$ cat src/logic/tmrc_pkg.sv
// Purpose: Shared constants and types for the 16-bit timer/counter
// Assumes: 8-bit register port, 10 MHz system clock
// Notes: Offsets are byte addresses on the local register port
package tmrc_pkg;
    // Register map
    localparam logic [1:0] ADDR_CONTROL = 2'h0;
    localparam logic [1:0] ADDR_COUNT_LOW = 2'h1;
    localparam logic [1:0] ADDR_COUNT_HIGH = 2'h2;
    // Control register fields
    localparam int BIT_TIMER_RUN = 0;
    localparam int BIT_CLOCK_SOURCE = 1;
    localparam int BIT_EXT_SYNC_DISABLE = 2;
    localparam int BIT_OSC_ENABLE = 3;
    localparam int BIT_PRESCALE_LO = 4;
    localparam int BIT_PRESCALE_HI = 5;
    localparam int BIT_SYSCLK_STATUS = 6;
    localparam int BIT_WIDE_ACCESS = 7;
    localparam logic [7:0] CONTROL_WRITE_MASK = 8'hBF;
    localparam logic [7:0] CONTROL_RESET = 8'h00;
    localparam logic [15:0] COUNT_RESET = 16'h0000;
    localparam logic [15:0] COUNT_MAX = 16'hFFFF;
    // Instruction cycle is the system clock divided by four
    localparam int SYS_CLOCK_HZ = 10000000;
    localparam int INSTR_CLOCK_HZ = SYS_CLOCK_HZ / 4;
    localparam logic [1:0] INSTR_DIV_LAST = 2'(SYS_CLOCK_HZ / INSTR_CLOCK_HZ - 1);
    // Operating modes, Gray coded
    typedef enum logic [1:0] {
        TMRC_MODE_TIMER = 2'h0,
        TMRC_MODE_SYNC_COUNT = 2'h1,
        TMRC_MODE_ASYNC_COUNT = 2'h3
    } tmrc_mode_t;
endpackage : tmrc_pkg

$ cat src/logic/tmrc_prescale.sv
// Purpose: Divide-by-1/2/4/8 prescaler for count ticks
// Assumes: tick is a one-cycle pulse
// Notes: Counter is hidden from software, cleared by count writes
`timescale 1ns/10ps
module tmrc_prescale
    import tmrc_pkg::*;
(
    input wire logic clock, // System clock
    input wire logic reset_n, // Synchronous reset, active low
    input wire logic tick, // Input tick pulse
    input wire logic [1:0] prescale_select, // Division select
    input wire logic clear, // Clear the hidden counter
    output logic tick_out // Divided tick pulse
);
    logic [2:0] count;
    logic [2:0] mask;

    // Mask of low bits that must all be ones before a tick passes
    always_comb begin
        case (prescale_select)
            2'h0: mask = 3'h0;
            2'h1: mask = 3'h1;
            2'h2: mask = 3'h3;
            2'h3: mask = 3'h7;
            default: mask = 3'h0;
        endcase
        tick_out = tick && ((count & mask) == mask);
    end

    // Hidden prescale counter
    always_ff @(posedge clock) begin
        if (!reset_n || clear) begin
            count <= 3'h0;
        end else if (tick) begin
            count <= count + 3'h1;
        end
    end
endmodule : tmrc_prescale

$ cat src/logic/tmrc_edge.sv
// Purpose: Rising-edge detector for the external count input
// Assumes: raw input sampled on the system clock
// Notes: A falling edge must arm the detector before a rise counts
`timescale 1ns/10ps
module tmrc_edge
    import tmrc_pkg::*;
(
    input wire logic clock, // System clock
    input wire logic reset_n, // Synchronous reset, active low
    input wire logic raw_in, // Selected external clock level
    input wire logic use_sync, // Take the synchronised path
    input wire logic run, // Timer running
    input wire logic disarm, // Count write, forces re-arm
    output logic rise, // Counting rising edge pulse
    output logic armed // Falling edge seen
);
    logic sync_first;
    logic sync_second;
    logic level;
    logic prev_level;

    // Two-flop synchroniser; the first flop feeds only the second
    always_ff @(posedge clock) begin
        if (!reset_n) begin
            sync_first <= 1'b0;
            sync_second <= 1'b0;
        end else begin
            sync_first <= raw_in;
            sync_second <= sync_first;
        end
    end

    // Unsynchronised mode skips the two-flop delay
    assign level = use_sync ? sync_second : raw_in;

    always_ff @(posedge clock) begin
        if (!reset_n) begin
            prev_level <= 1'b0;
        end else begin
            prev_level <= level;
        end
    end

    // Arming: set by a falling edge while running, lost on write or on stop with input high
    always_ff @(posedge clock) begin
        if (!reset_n || disarm) begin
            armed <= 1'b0;
        end else if (run && prev_level && !level) begin
            armed <= 1'b1;
        end else if (!run && level) begin
            armed <= 1'b0;
        end
    end

    assign rise = armed && level && !prev_level;
endmodule : tmrc_edge

$ cat src/logic/tmrc_top.sv
// Purpose: 16-bit timer/counter with prescaler and buffered 16-bit access
// Assumes: Register port strobes are one cycle, pins synchronous to clock
// Notes: Oscillator analog parts are outside; only their enable and level are seen
`timescale 1ns/10ps
module tmrc_top
    import tmrc_pkg::*;
(
    input wire logic clock, // 10 MHz system clock
    input wire logic reset_n, // Synchronous reset, active low
    input wire logic [1:0] reg_addr, // Register address
    input wire logic [7:0] reg_wdata, // Write data
    input wire logic reg_write, // Write strobe
    input wire logic reg_read, // Read strobe
    output logic [7:0] reg_rdata, // Read data, cycle after strobe
    input wire logic ext_count_input, // External clock pin level
    input wire logic osc_level, // Dedicated oscillator output level
    input wire logic sysclk_from_osc, // System clock runs from oscillator
    input wire logic event_trigger, // Compare-unit reset trigger pulse
    input wire logic [1:0] pin_level, // Levels of the two oscillator pins
    input wire logic [1:0] pin_direction, // Direction bits of those pins
    output logic osc_power_on, // Oscillator inverter and bias enable
    output logic [1:0] pin_read_value, // Pin levels as software sees them
    output logic [1:0] pin_direction_eff, // Direction bits after gating
    output logic overflow_flag, // Rollover event pulse
    output logic [15:0] count_value // Live count
);
    logic [7:0] timer_control;
    logic [15:0] count;
    logic [7:0] high_buffer;
    logic [1:0] instr_div;
    logic instr_tick;
    logic timer_run;
    logic clock_source_select;
    logic ext_sync_disable;
    logic osc_enable;
    logic [1:0] prescale_select;
    logic wide_access_mode;
    logic sysclk_from_osc_status;
    logic ext_raw;
    logic ext_rise;
    logic ext_armed;
    logic source_tick;
    logic count_tick;
    logic write_low;
    logic write_high;
    logic read_low;
    logic count_write;
    logic next_wrap;
    tmrc_mode_t mode;

    // Control fields
    assign timer_run = timer_control[BIT_TIMER_RUN];
    assign clock_source_select = timer_control[BIT_CLOCK_SOURCE];
    assign ext_sync_disable = timer_control[BIT_EXT_SYNC_DISABLE];
    assign osc_enable = timer_control[BIT_OSC_ENABLE];
    assign prescale_select = timer_control[BIT_PRESCALE_HI:BIT_PRESCALE_LO];
    assign wide_access_mode = timer_control[BIT_WIDE_ACCESS];
    assign sysclk_from_osc_status = sysclk_from_osc;

    // Register port decode
    assign write_low = reg_write && (reg_addr == ADDR_COUNT_LOW);
    assign write_high = reg_write && (reg_addr == ADDR_COUNT_HIGH);
    assign read_low = reg_read && (reg_addr == ADDR_COUNT_LOW);
    // High byte writes in wide mode only buffer, so they leave the prescaler alone
    assign count_write = write_low || (write_high && !wide_access_mode);

    // Mode from source and sync selects; sync bit ignored on the internal clock
    always_comb begin
        if (!clock_source_select) begin
            mode = TMRC_MODE_TIMER;
        end else if (ext_sync_disable) begin
            mode = TMRC_MODE_ASYNC_COUNT;
        end else begin
            mode = TMRC_MODE_SYNC_COUNT;
        end
    end

    // Control register; status bit is never stored
    always_ff @(posedge clock) begin
        if (!reset_n) begin
            timer_control <= CONTROL_RESET;
        end else if (reg_write && (reg_addr == ADDR_CONTROL)) begin
            timer_control <= reg_wdata & CONTROL_WRITE_MASK;
        end
    end

    // Instruction cycle divider
    always_ff @(posedge clock) begin
        if (!reset_n) begin
            instr_div <= 2'h0;
        end else begin
            instr_div <= instr_div + 2'h1;
        end
    end
    assign instr_tick = (instr_div == INSTR_DIV_LAST);

    // The oscillator replaces the pin as external source when enabled
    assign ext_raw = osc_enable ? osc_level : ext_count_input;

    tmrc_edge u_edge (
        .clock(clock),
        .reset_n(reset_n),
        .raw_in(ext_raw),
        .use_sync(mode != TMRC_MODE_ASYNC_COUNT),
        .run(timer_run),
        .disarm(count_write),
        .rise(ext_rise),
        .armed(ext_armed)
    );

    // Source select, gated by run so a stopped timer does not move the prescaler
    always_comb begin
        case (mode)
            TMRC_MODE_TIMER: source_tick = instr_tick;
            TMRC_MODE_SYNC_COUNT: source_tick = ext_rise;
            TMRC_MODE_ASYNC_COUNT: source_tick = ext_rise;
            default: source_tick = 1'b0;
        endcase
    end

    tmrc_prescale u_prescale (
        .clock(clock),
        .reset_n(reset_n),
        .tick(source_tick && timer_run),
        .prescale_select(prescale_select),
        .clear(count_write),
        .tick_out(count_tick)
    );

    assign next_wrap = count_tick && (count == COUNT_MAX);

    // Count register: write beats trigger, trigger beats increment
    always_ff @(posedge clock) begin
        if (!reset_n) begin
            count <= COUNT_RESET;
        end else if (write_low && wide_access_mode) begin
            count <= {high_buffer, reg_wdata};
        end else if (write_low) begin
            count[7:0] <= reg_wdata;
        end else if (write_high && !wide_access_mode) begin
            count[15:8] <= reg_wdata;
        end else if (event_trigger && (mode != TMRC_MODE_ASYNC_COUNT)) begin
            count <= COUNT_RESET;
        end else if (count_tick) begin
            count <= count + 16'h0001;
        end
    end

    // High byte buffer for wide access
    always_ff @(posedge clock) begin
        if (!reset_n) begin
            high_buffer <= 8'h00;
        end else if (write_high && wide_access_mode) begin
            high_buffer <= reg_wdata;
        end else if (read_low && wide_access_mode) begin
            high_buffer <= count[15:8];
        end
    end

    // Overflow event; the compare trigger never raises it
    always_ff @(posedge clock) begin
        if (!reset_n) begin
            overflow_flag <= 1'b0;
        end else begin
            // Only a write that loads the count, or a clearing trigger, hides the wrap
            overflow_flag <= next_wrap && !count_write
                && !(event_trigger && (mode != TMRC_MODE_ASYNC_COUNT));
        end
    end

    // Read data from registered state, so async counting cannot tear a byte
    always_ff @(posedge clock) begin
        if (!reset_n) begin
            reg_rdata <= 8'h00;
        end else if (reg_read) begin
            case (reg_addr)
                ADDR_CONTROL: reg_rdata <= {timer_control[7], sysclk_from_osc_status, timer_control[5:0]};
                ADDR_COUNT_LOW: reg_rdata <= count[7:0];
                ADDR_COUNT_HIGH: reg_rdata <= wide_access_mode ? high_buffer : count[15:8];
                default: reg_rdata <= 8'h00;
            endcase
        end else begin
            reg_rdata <= 8'h00;
        end
    end

    // Pin side: oscillator owns the pins while enabled
    always_ff @(posedge clock) begin
        if (!reset_n) begin
            osc_power_on <= 1'b0;
            pin_read_value <= 2'h0;
            pin_direction_eff <= 2'h0;
        end else begin
            osc_power_on <= osc_enable;
            pin_read_value <= osc_enable ? 2'h0 : pin_level;
            pin_direction_eff <= osc_enable ? 2'h0 : pin_direction;
        end
    end

    // Live count for observers
    always_ff @(posedge clock) begin
        if (!reset_n) begin
            count_value <= COUNT_RESET;
        end else begin
            count_value <= count;
        end
    end

    // Checks
    // Prescale ratio seen from outside; assumes it only changes before a count write
    logic [3:0] check_ticks;
    logic [3:0] check_ratio;

    // Expected divisor from the select field
    always_comb begin
        case (prescale_select)
            2'h0: check_ratio = 4'h1;
            2'h1: check_ratio = 4'h2;
            2'h2: check_ratio = 4'h4;
            2'h3: check_ratio = 4'h8;
            default: check_ratio = 4'h1;
        endcase
    end

    // Input ticks since the last count step
    always_ff @(posedge clock) begin
        if (!reset_n || count_write || count_tick) begin
            check_ticks <= 4'h0;
        end else if (source_tick && timer_run) begin
            check_ticks <= check_ticks + 4'h1;
        end
    end
endmodule : tmrc_top

$ cat config.mk
export PLATFORM = sky130hd
export DESIGN_NAME = tmrc_top
export DESIGN_NICKNAME = d
export VERILOG_FILES = /design/src/logic/tmrc_pkg.sv /design/src/logic/tmrc_prescale.sv /design/src/logic/tmrc_edge.sv /design/src/logic/tmrc_top.sv
export SDC_FILE = /design/constraint.sdc
export NUM_CORES = 1
export LEC_CHECK = 0
export BUFFER_PORTS_ARGS = -buffer_cell sky130_fd_sc_hd__buf_4
export CAP_MARGIN = 0
export CORE_UTILIZATION = 60
export DETAILED_ROUTE_END_ITERATION = 16
export PLACE_DENSITY_LB_ADDON = 0.2
export SLEW_MARGIN = 15
export SYNTH_ARGS = -nofsm -noshare
export SYNTH_HDL_FRONTEND = slang
export SYNTH_SLANG_ARGS = --single-unit
$ cat constraint.sdc
create_clock -name clock -period 3.15 [get_ports clock]
set_input_delay 0.63 -clock clock [delete_from_list [all_inputs] [get_ports clock]]
set_output_delay 0.63 -clock clock [all_outputs]
set_load 0.02 [all_outputs]
==> results by stage, run 1 <==
Outcome:
- The flow ran to the end, and the final reports show no timing, DRC or antenna violations.

Placement:
- The number of instances in the placed design is between 400 and 500.
- The routability congestion estimate from global placement is between 0.9 and 1.
- The half-perimeter wire length after detailed placement is around 5800 microns.
- In this run the tool buffered the top-level ports with 51 buffer cells.

Pwr:
- The worst ir drop on vdd is 0.331 mV.
- The share of total power in sequential cells is 52.1%.
- The power per unit of standard cell area is 474 mW/mm^2.
- Net switching is between 20% and 30% of the power.
- The internal power summed over all cells is 0.00132 W.
- For this design the static power due to leakage is 1.47 nW.
- The combinational share of power is 10.3%.
- The reported net switching power is 0.000475 W.
- The clock network accounts for 37.5% of the total power.

Route:
- The number of vias per cell is roughly 6.3.
- The remaining antenna violation count is 0.
- The routed wire length is 8240 microns.
- The number of vias in the routed layout is 3003.
- The number of iterations in the first detailed-routing pass is 7.
- After detailed routing, the number of remaining DRC violations is 0.
- The wire length per cell after detailed routing is 17.2 microns.
- The starting DRC count in detailed routing is 333.

Setup path:
- Walking the worst path, the cells encountered are mux2i_1, a311oi_2, o21ai_2, nor2_1, o2bb2ai_2, a221o_1.
- Among all stages on the critical path, the largest delay is contributed by sky130_fd_sc_hd__o21ai_2.
- Of all nets on the critical path, the largest fanout is 7.
- The worst setup path is captured at a flop.
- For the worst setup path, the data arrival time is about 2.5 ns.
- STA classifies the critical path startpoint as a flop.
- The worst setup path is of the flop to flop kind.
- The start point of the critical path is timer_control[3].
- The beginning of the worst register-to-register path is timer_control[3].
- The biggest cell delay along the critical path is 0.46 ns.
- At the worst endpoint, the required time is 3.40 ns.

Synthesis:
- The synthesized net count is ~380.
- Of the post-synthesis cell area, the dominant cell type holds between 40 and 50%.
- The number of enable-type register cells in the synthesized netlist is 0.
- Synthesis inferred 70 register bits.
- Synthesis handed over a netlist of 358 instances.
- The leading area contributor after synthesis is sky130_fd_sc_hd__dfxtp_1.
- The sequential area share after synthesis is around 44%.
- In the synthesized netlist the dominant register cell turns out to be sky130_fd_sc_hd__dfxtp_1.
- The synthesized area per cell is 8.85 sq um.
- The netlist uses 55 different library cells.
- The Yosys step of the flow raised 0 warnings.
- Ranked by total cell area, the synthesized netlist is headed by sky130_fd_sc_hd__dfxtp_1 (44%), sky130_fd_sc_hd__mux2i_1 (7.3%), sky130_fd_sc_hd__and2_1 (5.7%).
- The area of the mapped netlist is 0.00317 sq mm.
- After synthesis, the share of flip-flops with an asynchronous set or reset is 0%.

Clock tree:
- The clock sink count is 70.
- At the later pin of the worst-skew pair, clock insertion delay measures 0.35 ns.
- The clock buffer count from CTS is 9.
- TritonCTS built the clock tree.
- The tree is rooted in a sky130_fd_sc_hd__clkbuf_8.
- The number of hold buffers added after CTS was 0.
- After clock tree synthesis, the repair step resized 0 gates.
- After clock tree synthesis, the clock-pin slew on the worst setup and hold paths is ~0.07 ns.
- The number of setup buffers added after CTS is 0.
- The maximum count of clock buffers along a single path is 2.
- The clock tree synthesis step divided the H-tree into 3 levels.

Timing:
- After routing, the total negative slack on setup checks comes to 0 ns.
- Between clock sinks in the finished design, the worst skew comes to roughly 0.0081 ns.
- The time the final worst path needs with I/O delays and setup is 2.29 ns.
- The total count of hold-check failures in the final report is 0.
- Setup violations remaining at the end of the flow were counted as 0.
- Based on the critical path, the design can be clocked at up to 436 MHz.
- The number of pins exceeding their max-slew limit in the final report is 0.
- Setup repair after global routing left no endpoint under its margin.
- The share of the cycle needed by the critical path after routing is approximately 73%.
- The worst slew margin relative to its limit is 55.4%.
- At the pin with the least slew margin, the transition time is around 0.66 ns.

Global routing:
- The via count of the first global-routing pass was 2686.
- The first-pass GRT wire length is roughly 13000 microns.
- Entering global routing, the biggest net connects 30 pins.
- The initial antenna violation count came to 0.
- Global routing consumed, over all layers together, 31.6% of the routing resources.
- Summed over all layers, the global routing overflow is 0.

Floorplanning:
- The number of cell rows is 26.
- The placeable core region is 0.00511 sq mm.
- The die span in y is 74.7 microns.
- Once the floorplan was initialized, standard cells occupied 62.1% of the core.
- The width of the die is 74.7 microns.
- The top-level port count is 52.
- The die footprint is 0.00558 sq mm.

Worst hold path:
- The startpoint identified for the worst hold timing path is instr_div[0].
- The min-delay analysis places its worst path in the category flop to flop.

Job:
- Max-cap violations in this run came to 0.

Finish:
- Of the cells placed in the final design, the portion with a size suffix greater than 1 is 19.3%.
- The repair_antennas step left the layout with diodes totalling 0.
- The area growth from synthesis to layout is 19.4%.
- The net count of the finished layout is 429.
- The number of standard cells in the layout, taps in and fillers out is 479.
## registers in the layout, indices dropped and copies added (netlist names), 2 cells and up
signal / flops
pin_direction_eff: 2
u_prescale.count: 3
reg_rdata: 8
timer_control: 7
high_buffer: 8
count_value: 16
count: 16
pin_read_value: 2
instr_div: 2
## cells by family (layout without fill, tap and decap cells)
| logic type | count (synthesis) | after routing | share of synthesized area, % |
|---|---|---|---|
| compound gates | 86 | 86 | 20.1 |
| fa+ha+maj | 3 | 3 | 1.18 |
| buf+inv | 26 | 77 | 3.20 |
| mux | 23 | 23 | 7.26 |
| xor+xnor | 6 | 6 | 1.66 |
| flops | 70 | 70 | 44.2 |
| simple gates | 144 | 144 | 22.3 |
## cell usage after synthesis, types with 6 or more instances
library cell	count
sky130_fd_sc_hd__a222oi_1	6
sky130_fd_sc_hd__o21ai_0	19
sky130_fd_sc_hd__clkbuf_1	14
sky130_fd_sc_hd__o221ai_1	7
sky130_fd_sc_hd__dfxtp_1	70
sky130_fd_sc_hd__and2_1	29
sky130_fd_sc_hd__o22ai_1	7
sky130_fd_sc_hd__a21oi_1	15
sky130_fd_sc_hd__nor2_1	43
sky130_fd_sc_hd__mux2i_1	23
sky130_fd_sc_hd__nand3_1	12
sky130_fd_sc_hd__nand2_1	31
## area by class of cell
class | instances | area [sq um]
multi-input combinational | 262 | 1670
timing repair buffer | 55 | 413
clock inverter | 4 | 31.3
inverter | 6 | 22.5
fill | 400 | 1320
sequential | 70 | 1400
clock buffer | 12 | 155
tap | 70 | 87.6
## layout by cell type (no fill, tap or decap), types with 3 or more instances in the layout
cell and count:
sky130_fd_sc_hd__mux2i_1 23, sky130_fd_sc_hd__o221ai_1 7, sky130_fd_sc_hd__a222oi_1 6, sky130_fd_sc_hd__nor4_1 3
sky130_fd_sc_hd__clkbuf_8 11, sky130_fd_sc_hd__o21ai_0 19, sky130_fd_sc_hd__a32o_1 3, sky130_fd_sc_hd__and3_1 4
sky130_fd_sc_hd__dfxtp_1 70, sky130_fd_sc_hd__a21oi_1 15, sky130_fd_sc_hd__xor2_1 4, sky130_fd_sc_hd__nand2b_1 3
sky130_fd_sc_hd__inv_1 5, sky130_fd_sc_hd__nand3_1 12, sky130_fd_sc_hd__clkinvlp_4 3, sky130_fd_sc_hd__a21o_1 3
sky130_fd_sc_hd__buf_4 55, sky130_fd_sc_hd__nor2b_1 5, sky130_fd_sc_hd__nand2_1 31, sky130_fd_sc_hd__nand4_1 3
sky130_fd_sc_hd__ha_1 3, sky130_fd_sc_hd__o22ai_1 7, sky130_fd_sc_hd__nor2_1 43, sky130_fd_sc_hd__nor3_1 5
sky130_fd_sc_hd__and2_1 29
## worst max-delay path: cells and delay by family (launching register included)
kind            cells  cell delay [ns]
mux                 1             0.37
compound gates      4             1.12
simple gates        1             0.24
flops               1             0.45
## metal layers
| layer | global-route usage (%) | vias to the layer above | wire [microns] |
|---|---|---|---|
| met5 | 0 | - | 0 |
| met4 | 20.3 | 0 | 320 |
| met3 | 4.82 | 35 | 635 |
| met2 | 48.5 | 178 | 3760 |
| met1 | 41.4 | 1399 | 3520 |
| li1 | - | 1391 | - |
## path summary, 6_finish.rpt
path | endpoint | slack, ns | cells past startpoint
min | instr_div[0] | 0.42 | 1
min reg2reg | instr_div[0] | 0.42 | 1
max | count[13] | 0.86 | 6
max reg2reg | count[13] | 0.86 | 6
## stage by stage
stage                     cell area, sq um  hold WS, ns  power [W]  util (%)  setup slack [ns]
final                                 3780        0.424    0.00179      74.1             0.857
after detailed placement              3600        0.417    0.00114      70.4             0.688
after global placement                3600        0.410    0.00113      70.4             0.784
after CTS                             3780        0.428    0.00179      74.1             0.900
after global routing                  3780        0.458    0.00185      74.1             0.705
after floorplan                       3170        0.399    0.00106         -              1.08
## power groups by stage
stage / registers [W] / logic [W] / clock network, W
2_1_floorplan: 0.000956 / 0.000106 / 0
3_3_place_gp: 0.000953 / 0.000178 / 0
3_5_place_dp: 0.000954 / 0.000183 / 0
4_1_cts: 0.000934 / 0.000184 / 0.000677
5_1_grt: 0.000938 / 0.000202 / 0.000712
6_report: 0.000935 / 0.000186 / 0.000672
Power figures use the tool's default switching activity.
==> inputs of run 2 (changes only) <==
Settings changed: ABC_AREA set to 1, CORE_UTILIZATION 60 to 51.
Clock period 3.15 ns to 2.1 ns, I/O delays scaled along.
==> run 2 against run 1 <==
  * Synthesized area up 5.0%
  * Count of clock-buffer cells in the layout down 3
  * Final area up 6.3%
  * Sequential cell count unchanged
  * Routed wire length up 12%
  * Sequential share of layout area down 2.2 points
  * Utilization down 10 points
  * Sequential power up 51%
  * Combinational power up 77%
  * Hold slack worse by 0.14 ns
  * Largest cell class unchanged
  * Highest routed layer unchanged
==> results by stage, run 2 <==
Outcome:
- The flow ran to the end, and the final reports show no timing, DRC or antenna violations.

Timing:
- The total count of hold-check failures in the final report is 0.
- The worst slew margin relative to its limit is 68.7%.
- The time the final worst path needs with I/O delays and setup is 1.71 ns.
- For the final routed database, the setup TNS stands at 0 ns.
- The number of pins exceeding their max-slew limit in the final report is 0.
- Derived from the worst setup path, the maximum achievable clock frequency is 584 MHz.
- Setup repair after global routing left no endpoint under its margin.
- After layout, the worst setup slack is 0.387 ns.
- After layout, the worst path uses between 80% and 90% of the clock period.
- The number of endpoints failing setup at the final stage is 0.
- The worst clock skew is around 0.0073 ns.
- The transition at the pin with the smallest max-transition slack is 0.469 ns.

Global routing:
- The via count of the first global-routing pass came to 2897.
- The first-pass GRT wire length is 14700 microns.
- The initial antenna violation count is 0.
- The largest net degree at the start of global routing is 25.
- For this run the aggregate overflow at the end of global routing stands at 0.
- The total global routing track utilization is approximately 30%.

Synthesis:
- In this run, synthesis produced a sequential element count of 70.
- Yosys mapped a number of flops with a built-in enable equal to 0.
- After synthesis, flip-flops and latches occupy 42.1% of the total area.
- In the post-synthesis netlist, the biggest area contributors are sky130_fd_sc_hd__dfxtp_1 (42%), sky130_fd_sc_hd__nand2_1 (16%), sky130_fd_sc_hd__inv_1 (7.1%).
- For this run, the leading register cell type out of synthesis is sky130_fd_sc_hd__dfxtp_1.
- The most common cell in the synthesized netlist is sky130_fd_sc_hd__nand2_1.
- The cell area that synthesis handed to floorplanning was 0.00333 sq mm.
- After synthesis, the most frequently instantiated cells are sky130_fd_sc_hd__nand2_1 (139), sky130_fd_sc_hd__dfxtp_1 (70), sky130_fd_sc_hd__inv_1 (63).
- A synthesized cell averages 6.85 sq um.
- The distinct cell type count after synthesis is 37.
- The fraction of synthesized cell area taken by the top area cell type is between 40% and 50%.
- The leading area contributor after synthesis is sky130_fd_sc_hd__dfxtp_1.
- The number of standard cells after synthesis is 486.
- During synthesis, Yosys emitted a total of 0 warnings.
- The synthesized net count is a little over 500.
- The share of flip-flops with an asynchronous set or reset is 0%.

Setup path:
- The maximum fanout along the worst path is 7.
- The element type at the critical path end is a flop.
- The critical path is of the flop to flop type.
- The flop-to-flop setup slack is 0.39 ns.
- The critical path ends at count[14].
- The data required time at the worst endpoint is 2.35 ns.
- The endpoint identified for the worst register-to-register timing path is count[14].
- The beginning of the worst register-to-register path is count[1].
- The data arrival time of the worst path is slightly below 2 ns.
- The launching element type of the critical path is a flop.
- The start point of the critical path is count[1].
- Counting cells, the worst reg-to-reg path comes to 12.

Route:
- The detailed router placed 3292 vias in this run.
- The number of iterations in the first detailed-routing pass is 5.
- The wire length per cell after detailed routing is around 15 microns.
- The count of unresolved DRC violations after routing is 0.
- The remaining antenna violation count is 0.
- The starting DRC count in detailed routing is ~360.
- The routed wire length is 9230 microns.
- The number of vias per cell is 5.28.

Floorplanning:
- The top-level port count is 52.
- The placeable core region is between 0.006 and 0.007 sq mm.
- The width of the die is 82.8 microns.
- The die covers 0.00685 sq mm.
- The initial core utilization is between 50 and 60%.
- The number of cell rows is 29.
- The floorplan step set the die height to 82.8 microns.

Placement:
- After detailed placement, the design holds a cell count of 607.
- The congestion estimate from routability-driven global placement came to 0.942.
- The count of input and output buffers is a little over 50.
- Detailed placement finished with a half-perimeter wire length of 6900 microns.
- In this run the cell area measured after placement is approximately 0.0038 sq mm.
- The worst-case setup slack after placement is 0.275 ns.

Finish:
- The fraction of layout cells with a size suffix above 1 is around 17%.
- The total inserted antenna cells is 0.
- The finished cells cover a little over 0.004 sq mm.
- After the flow finishes, the layout carries non-filler instances totaling 623.
- The library cells used most frequently in the layout, excluding fill and tap cells, are sky130_fd_sc_hd__nand2_1 (139), sky130_fd_sc_hd__dfxtp_1 (70), sky130_fd_sc_hd__inv_1 (63), sky130_fd_sc_hd__buf_4 (61), sky130_fd_sc_hd__nor2_1 (44).
- The largest registers in the layout are count (16), count_value (16).
- The multi-input combinational cells in the finished layout cover a total of 0.00159 sq mm.
- The area growth from synthesis to layout is 20.8%.
- Summing all flip-flop and latch instances after layout gives 0.00140 sq mm.
- The most common cell after layout, fill and taps aside is sky130_fd_sc_hd__nand2_1.
- The number of fill cells is between 500 and 600.
- The net count of the finished layout is roughly 570.

Clock tree:
- The clock input transition at the sequential cells of the worst setup and hold paths is ~0.080 ns.
- The cts-stage hold buffer count is 0.
- Clock latency on the worst-skew pair, taken at its later pin, is roughly 0.35 ns.
- The total setup buffers inserted after CTS is 0.
- The root buffer cell is sky130_fd_sc_hd__clkbuf_8.
- The post-cts sizing count is 0.
- The H-tree generated during clock tree synthesis spans 3 levels.
- CTS saw 70 sinks.
- The clock buffer count from CTS is 9.
- The maximum count of clock buffers along a single path is 2.
- The clock tree from TritonCTS is done.

Pwr:
- The design draws 0.00296 W.
- Summed over all cells, the static leakage comes to 1.94 nW.
- The power per unit of standard cell area is 736 mW/mm^2.
- The worst ir drop on vdd is between 0.4 and 0.5 mV.

Job:
- The max-capacitance violation count is 0.

Worst hold path:
- In this run the worst hold path is classified as input pin to flop.
- The hold path startpoint is pin_direction[0].
[run 2: metal layers]
| layer | track usage [%] | wire (microns) | up-vias |
|---|---|---|---|
| met4 | 13.8 | 257 | 0 |
| met2 | 43.6 | 4040 | 153 |
| met5 | 0 | 0 | - |
| li1 | - | - | 1670 |
| met1 | 42.7 | 4260 | 1448 |
| met3 | 4.15 | 673 | 21 |
[run 2: how the worst min path moves through the flow]
stage	to	slack [ns]	cells past startpoint
floorplan	u_edge.sync_second	0.39	2
global placement	u_edge.sync_second	0.39	2
detailed placement	u_edge.sync_second	0.40	2
CTS	pin_direction_eff[0]	0.27	3
global route	pin_direction_eff[1]	0.28	3
finish	pin_direction_eff[0]	0.28	3
[run 2: per-stage QoR]
stage               hold slack [ns]  utilization (%)
finish                        0.284             63.7
global route                  0.283             63.7
global placement              0.395             60.2
CTS                           0.275             63.7
detailed placement            0.403             60.2
floorplan                     0.390                -
[run 2: logic make-up after synthesis]
group / synth area share [%]
simple gates: 30.6
compound gates: 15.0
buf+inv: 10.1
flops: 42.1
xor+xnor: 1.05
fa+ha+maj: 1.13
[run 2: layout make-up]
cell class	instances	area share (%)
Tap cell	77	2.40
Sequential cell	70	34.9
Inverter	67	6.26
Clock inverter	7	2.43
Timing Repair Buffer	61	11.4
Clock buffer	9	3.08
Multi-Input combinational cell	332	39.6
[run 2: power by group]
part	switching, W	internal (W)
registers	0.0000389	0.00137
clock network	0.000544	0.000672
logic	0.000207	0.000121
[run 2: critical path, stage by stage (launching register included)]
cell and delay, ns:
sky130_fd_sc_hd__dfxtp_1 0.34, sky130_fd_sc_hd__ha_1 0.23, sky130_fd_sc_hd__nand3_1 0.10, sky130_fd_sc_hd__nor2_1 0.36, sky130_fd_sc_hd__nand3_1 0.12, sky130_fd_sc_hd__nand2_1 0.08
sky130_fd_sc_hd__nand2_1 0.05, sky130_fd_sc_hd__nand2_1 0.06, sky130_fd_sc_hd__nand2_1 0.06, sky130_fd_sc_hd__nand2_1 0.05, sky130_fd_sc_hd__nand2_1 0.05, sky130_fd_sc_hd__nand3_1 0.06
sky130_fd_sc_hd__nand2_1 0.05
==> inputs of run 3 (changes only) <==
Clock period 2.1 ns to 1.47 ns, I/O delays scaled along.
==> run 3 against run 2 <==
  * The flow now finishes with violations (negative setup slack)
  * Via count is 11% higher
  * Non-clock buffer count increased by 56
  * Hold slack got worse by 0.14 ns
  * Power is 41% higher
  * Sequential cell count is the same
  * Critical path depth unchanged
  * Highest routed layer unchanged
==> results by stage, run 3 (synthesis gave the netlist of run 2 again) <==
Pwr:
- For this design the static power due to leakage is 2.23 nW.
- The design draws 0.00418 W.
- VDD sags by at most 0.642 mV.
- For this design the ratio of total power to cell area is 910 mW/mm^2.

Global routing:
- Entering global routing, the biggest net connects 17 pins.
- Summed over all layers, the global routing overflow is 0.
- The first global-routing pass estimated 15400 microns of wire.
- Global routing used 31.1% of the available tracks.
- The via count of the first global-routing pass is 3191.
- The initial antenna violation count is 0.

Route:
- The routed design has 10400 microns of wire.
- For this run, design rule violations remaining after detail routing come to 0.
- In this run the top signal layer used is met4.
- For this block, the via count after detailed routing is 3648.
- The starting DRC count in detailed routing is 323.
- For this run, the detailed router's first-pass iteration total came to 7.
- The remaining antenna violation count is 0.
- The total met3 wirelength after detailed routing is 661 microns.
- Wire segments on met2 add up to 4820 microns in the final route.
- The detailed router put a total of 4650 microns of wire on met1.
- In the final routed layout, each cell accounts on average for 15.3 microns.
- Dividing the detail-routed via count by the number of cells gives roughly 5.4.

Timing:
- Across the routed clock network, the largest skew measured is 0.00651 ns.
- Counting I/O delays and the setup requirement, the final critical path takes 1.50 ns.
- Setup repair after global routing could not meet its margin everywhere.
- The setup slack of the critical path after layout is -0.0273 ns.
- The number of pins exceeding their max-slew limit in the final report is 0.
- The total negative slack for setup checks is -0.0273 ns.
- The total count of hold-check failures in the final report is 0.
- After layout, the worst path uses 102% of the clock period.
- Setup violations remaining at the end of the flow were counted as 1.
- For the pin with the worst max-slew slack, the measured transition is 0.321 ns.
- The highest achievable clock rate is 668 MHz.
- Headroom to the max-slew limit came out at 78.6%.

Worst hold path:
- The path with the worst hold slack has its endpoint at pin_direction_eff[0].
- The startpoint identified for the worst hold timing path is pin_direction[0].
- Along the worst hold path, the cell count comes to 3.
- The min-delay analysis places its worst path in the category input pin to flop.

Placement:
- The total placed instance area is 0.00416 sq mm.
- The half-perimeter wire length after detailed placement is 7480 microns.
- The worst-case setup slack after placement is -0.0705 ns.
- At the end of routability-driven placement, the weighted congestion stood at roughly 1.
- Counting tap cells, the placed design contains a total of 653 instances.
- In this run the tool buffered the top-level ports with 51 buffer cells.

Job:
- The max-capacitance violation count is 0.

Setup path:
- STA classifies the critical path startpoint as a flop.
- The kind of cell with the highest combined delay along the critical path is simple AND/OR/NAND/NOR gates.
- The data required time at the worst endpoint is roughly 1.8 ns.
- The combined buffer and inverter count along the critical path is 1.
- The data arrival time of the worst path is 1.80 ns.
- The worst setup path is captured at a flop.
- Of all nets on the critical path, the largest fanout is 4.
- The type of the worst setup path is flop to flop.
- The worst flop-to-flop path endpoint is count[12].
- For this design, the slowest cell found on the critical path is sky130_fd_sc_hd__dfxtp_2.
- The signal on the critical path passes through ha_4, nand2_1, nor2_1, buf_4, nand3_1, nand2_1, nand3_1, nand2_1, nand2_1, nand3_1, nand2_1, nor2_1.
- For flop-to-flop paths, the worst setup slack is -0.03 ns.
- In this design, the stage delay of the slowest critical-path cell is 0.37 ns.
- The beginning of the worst register-to-register path is count[1].
- In this design, the critical path's most frequently occurring cell is sky130_fd_sc_hd__nand2_1.
- For the worst flop-to-flop path, the logic depth is 12.

Clock tree:
- The clock sink count is 70.
- The H-tree depth is 3.
- The clock reaches the later pin of the worst-skew pair after about 0.36 ns.
- The clock buffer count from CTS is 9.
- The root buffer cell is sky130_fd_sc_hd__clkbuf_8.
- The clock tree from TritonCTS is done.
- The clock input transition at the sequential cells of the worst setup and hold paths is 0.08 ns.
- The cts-stage hold buffer count is 0.
- The maximum count of clock buffers along a single path is 2.

Finish:
- In the layout the commonest cells are sky130_fd_sc_hd__nand2_1 (131), sky130_fd_sc_hd__buf_4 (112), sky130_fd_sc_hd__inv_1 (60), sky130_fd_sc_hd__dfxtp_1 (55), sky130_fd_sc_hd__nor2_1 (40).
- The number of antenna diodes in the final layout is 0.
- The final non-filler cell area is 0.00459 sq mm.
- The area growth from synthesis to layout is 38.0%.
- Of the cells placed in the final design, the portion with a size suffix greater than 1 is 32.1%.
- The number of standard cells in the layout, taps in and fillers out is 679.
- The library cell used most frequently in the layout, excluding fill and tap cells, is sky130_fd_sc_hd__nand2_1.
- The total number of nets in the final design is a little over 600.
- In the final layout, the registers with the most flip-flops are count (16), count_value (16).

Floorplanning:
- Once the floorplan was initialized, standard cells occupied 52.7% of the core.
- The die span in y is between 80 and 90 microns.
- Pin placement for this block handled 52 I/O pins.
- The die covers between 0.006 and 0.007 sq mm.
- The core region is 0.00631 sq mm.
- The floorplan has 29 rows.
- In this run the horizontal extent of the chip is 82.8 microns.

Outcome:
- The checks that failed: negative setup slack.
- The run finished, with violations left.
## run 3: cell types whose count changed in the layout (fill, tap and decap cells not counted), moves of 8 or more
cell and delta:
sky130_fd_sc_hd__buf_4 +51, sky130_fd_sc_hd__dfxtp_1 -15, sky130_fd_sc_hd__dfxtp_2 +13, sky130_fd_sc_hd__nand3_1 -9, sky130_fd_sc_hd__nand2_1 -8
## run 3: how the worst max path moves through the flow
stage / to / slack [ns] / start / cells after the start
after floorplan: count[14] / 0.03 / count[0] / 12
after global placement: count[10] / -0.07 / count[0] / 10
after detailed placement: count[9] / -0.07 / reg_addr[1] / 12
after CTS: count[1] / 0.006 / timer_control[3] / 10
after global routing: count[12] / -0.08 / count[1] / 12
final: count[12] / -0.03 / count[1] / 12
## run 3: worst min-delay path, stage by stage
cell                     delay, ns
sky130_fd_sc_hd__buf_4        0.07
sky130_fd_sc_hd__inv_1        0.03
sky130_fd_sc_hd__nor2_1       0.08
## run 3: final cells by class
class / instances / area, sq um
Multi-Input combinational cell: 332 / 1730
Sequential cell: 70 / 1430
Clock buffer: 10 / 128
Inverter: 67 / 251
Timing Repair Buffer: 117 / 906
Fill cell: 534 / 1720
Clock inverter: 6 / 62.6
Tap cell: 77 / 96.3
## run 3: metal layers
metal / vias to the layer above / global-route usage [%]
met3: 26 / 7.21
met1: 1703 / 41.8
li1: 1789 / -
met5: - / 0
met2: 130 / 48.2
met4: 0 / 11.7
## run 3: where the power goes
group          leakage, nW  switching, W  total [W]  internal [W]
registers            0.576     0.0000519    0.00202       0.00197
clock network        0.100      0.000758    0.00154      0.000780
logic                 1.56      0.000354   0.000625      0.000271
## run 3: repair_timing
action	4_1_cts	5_1_grt
setup buffers	0	10
pin swaps	1	20
resized for setup	10	55
endpoints found under the setup margin	12	19
cloned	0	0
## run 3: metrics by stage
step,util (%),hold slack [ns]
final,72.8,0.142
after global routing,72.8,0.144
after CTS,69.3,0.143
after detailed placement,65.9,0.412
after global placement,65.9,0.394
after floorplan,-,0.390
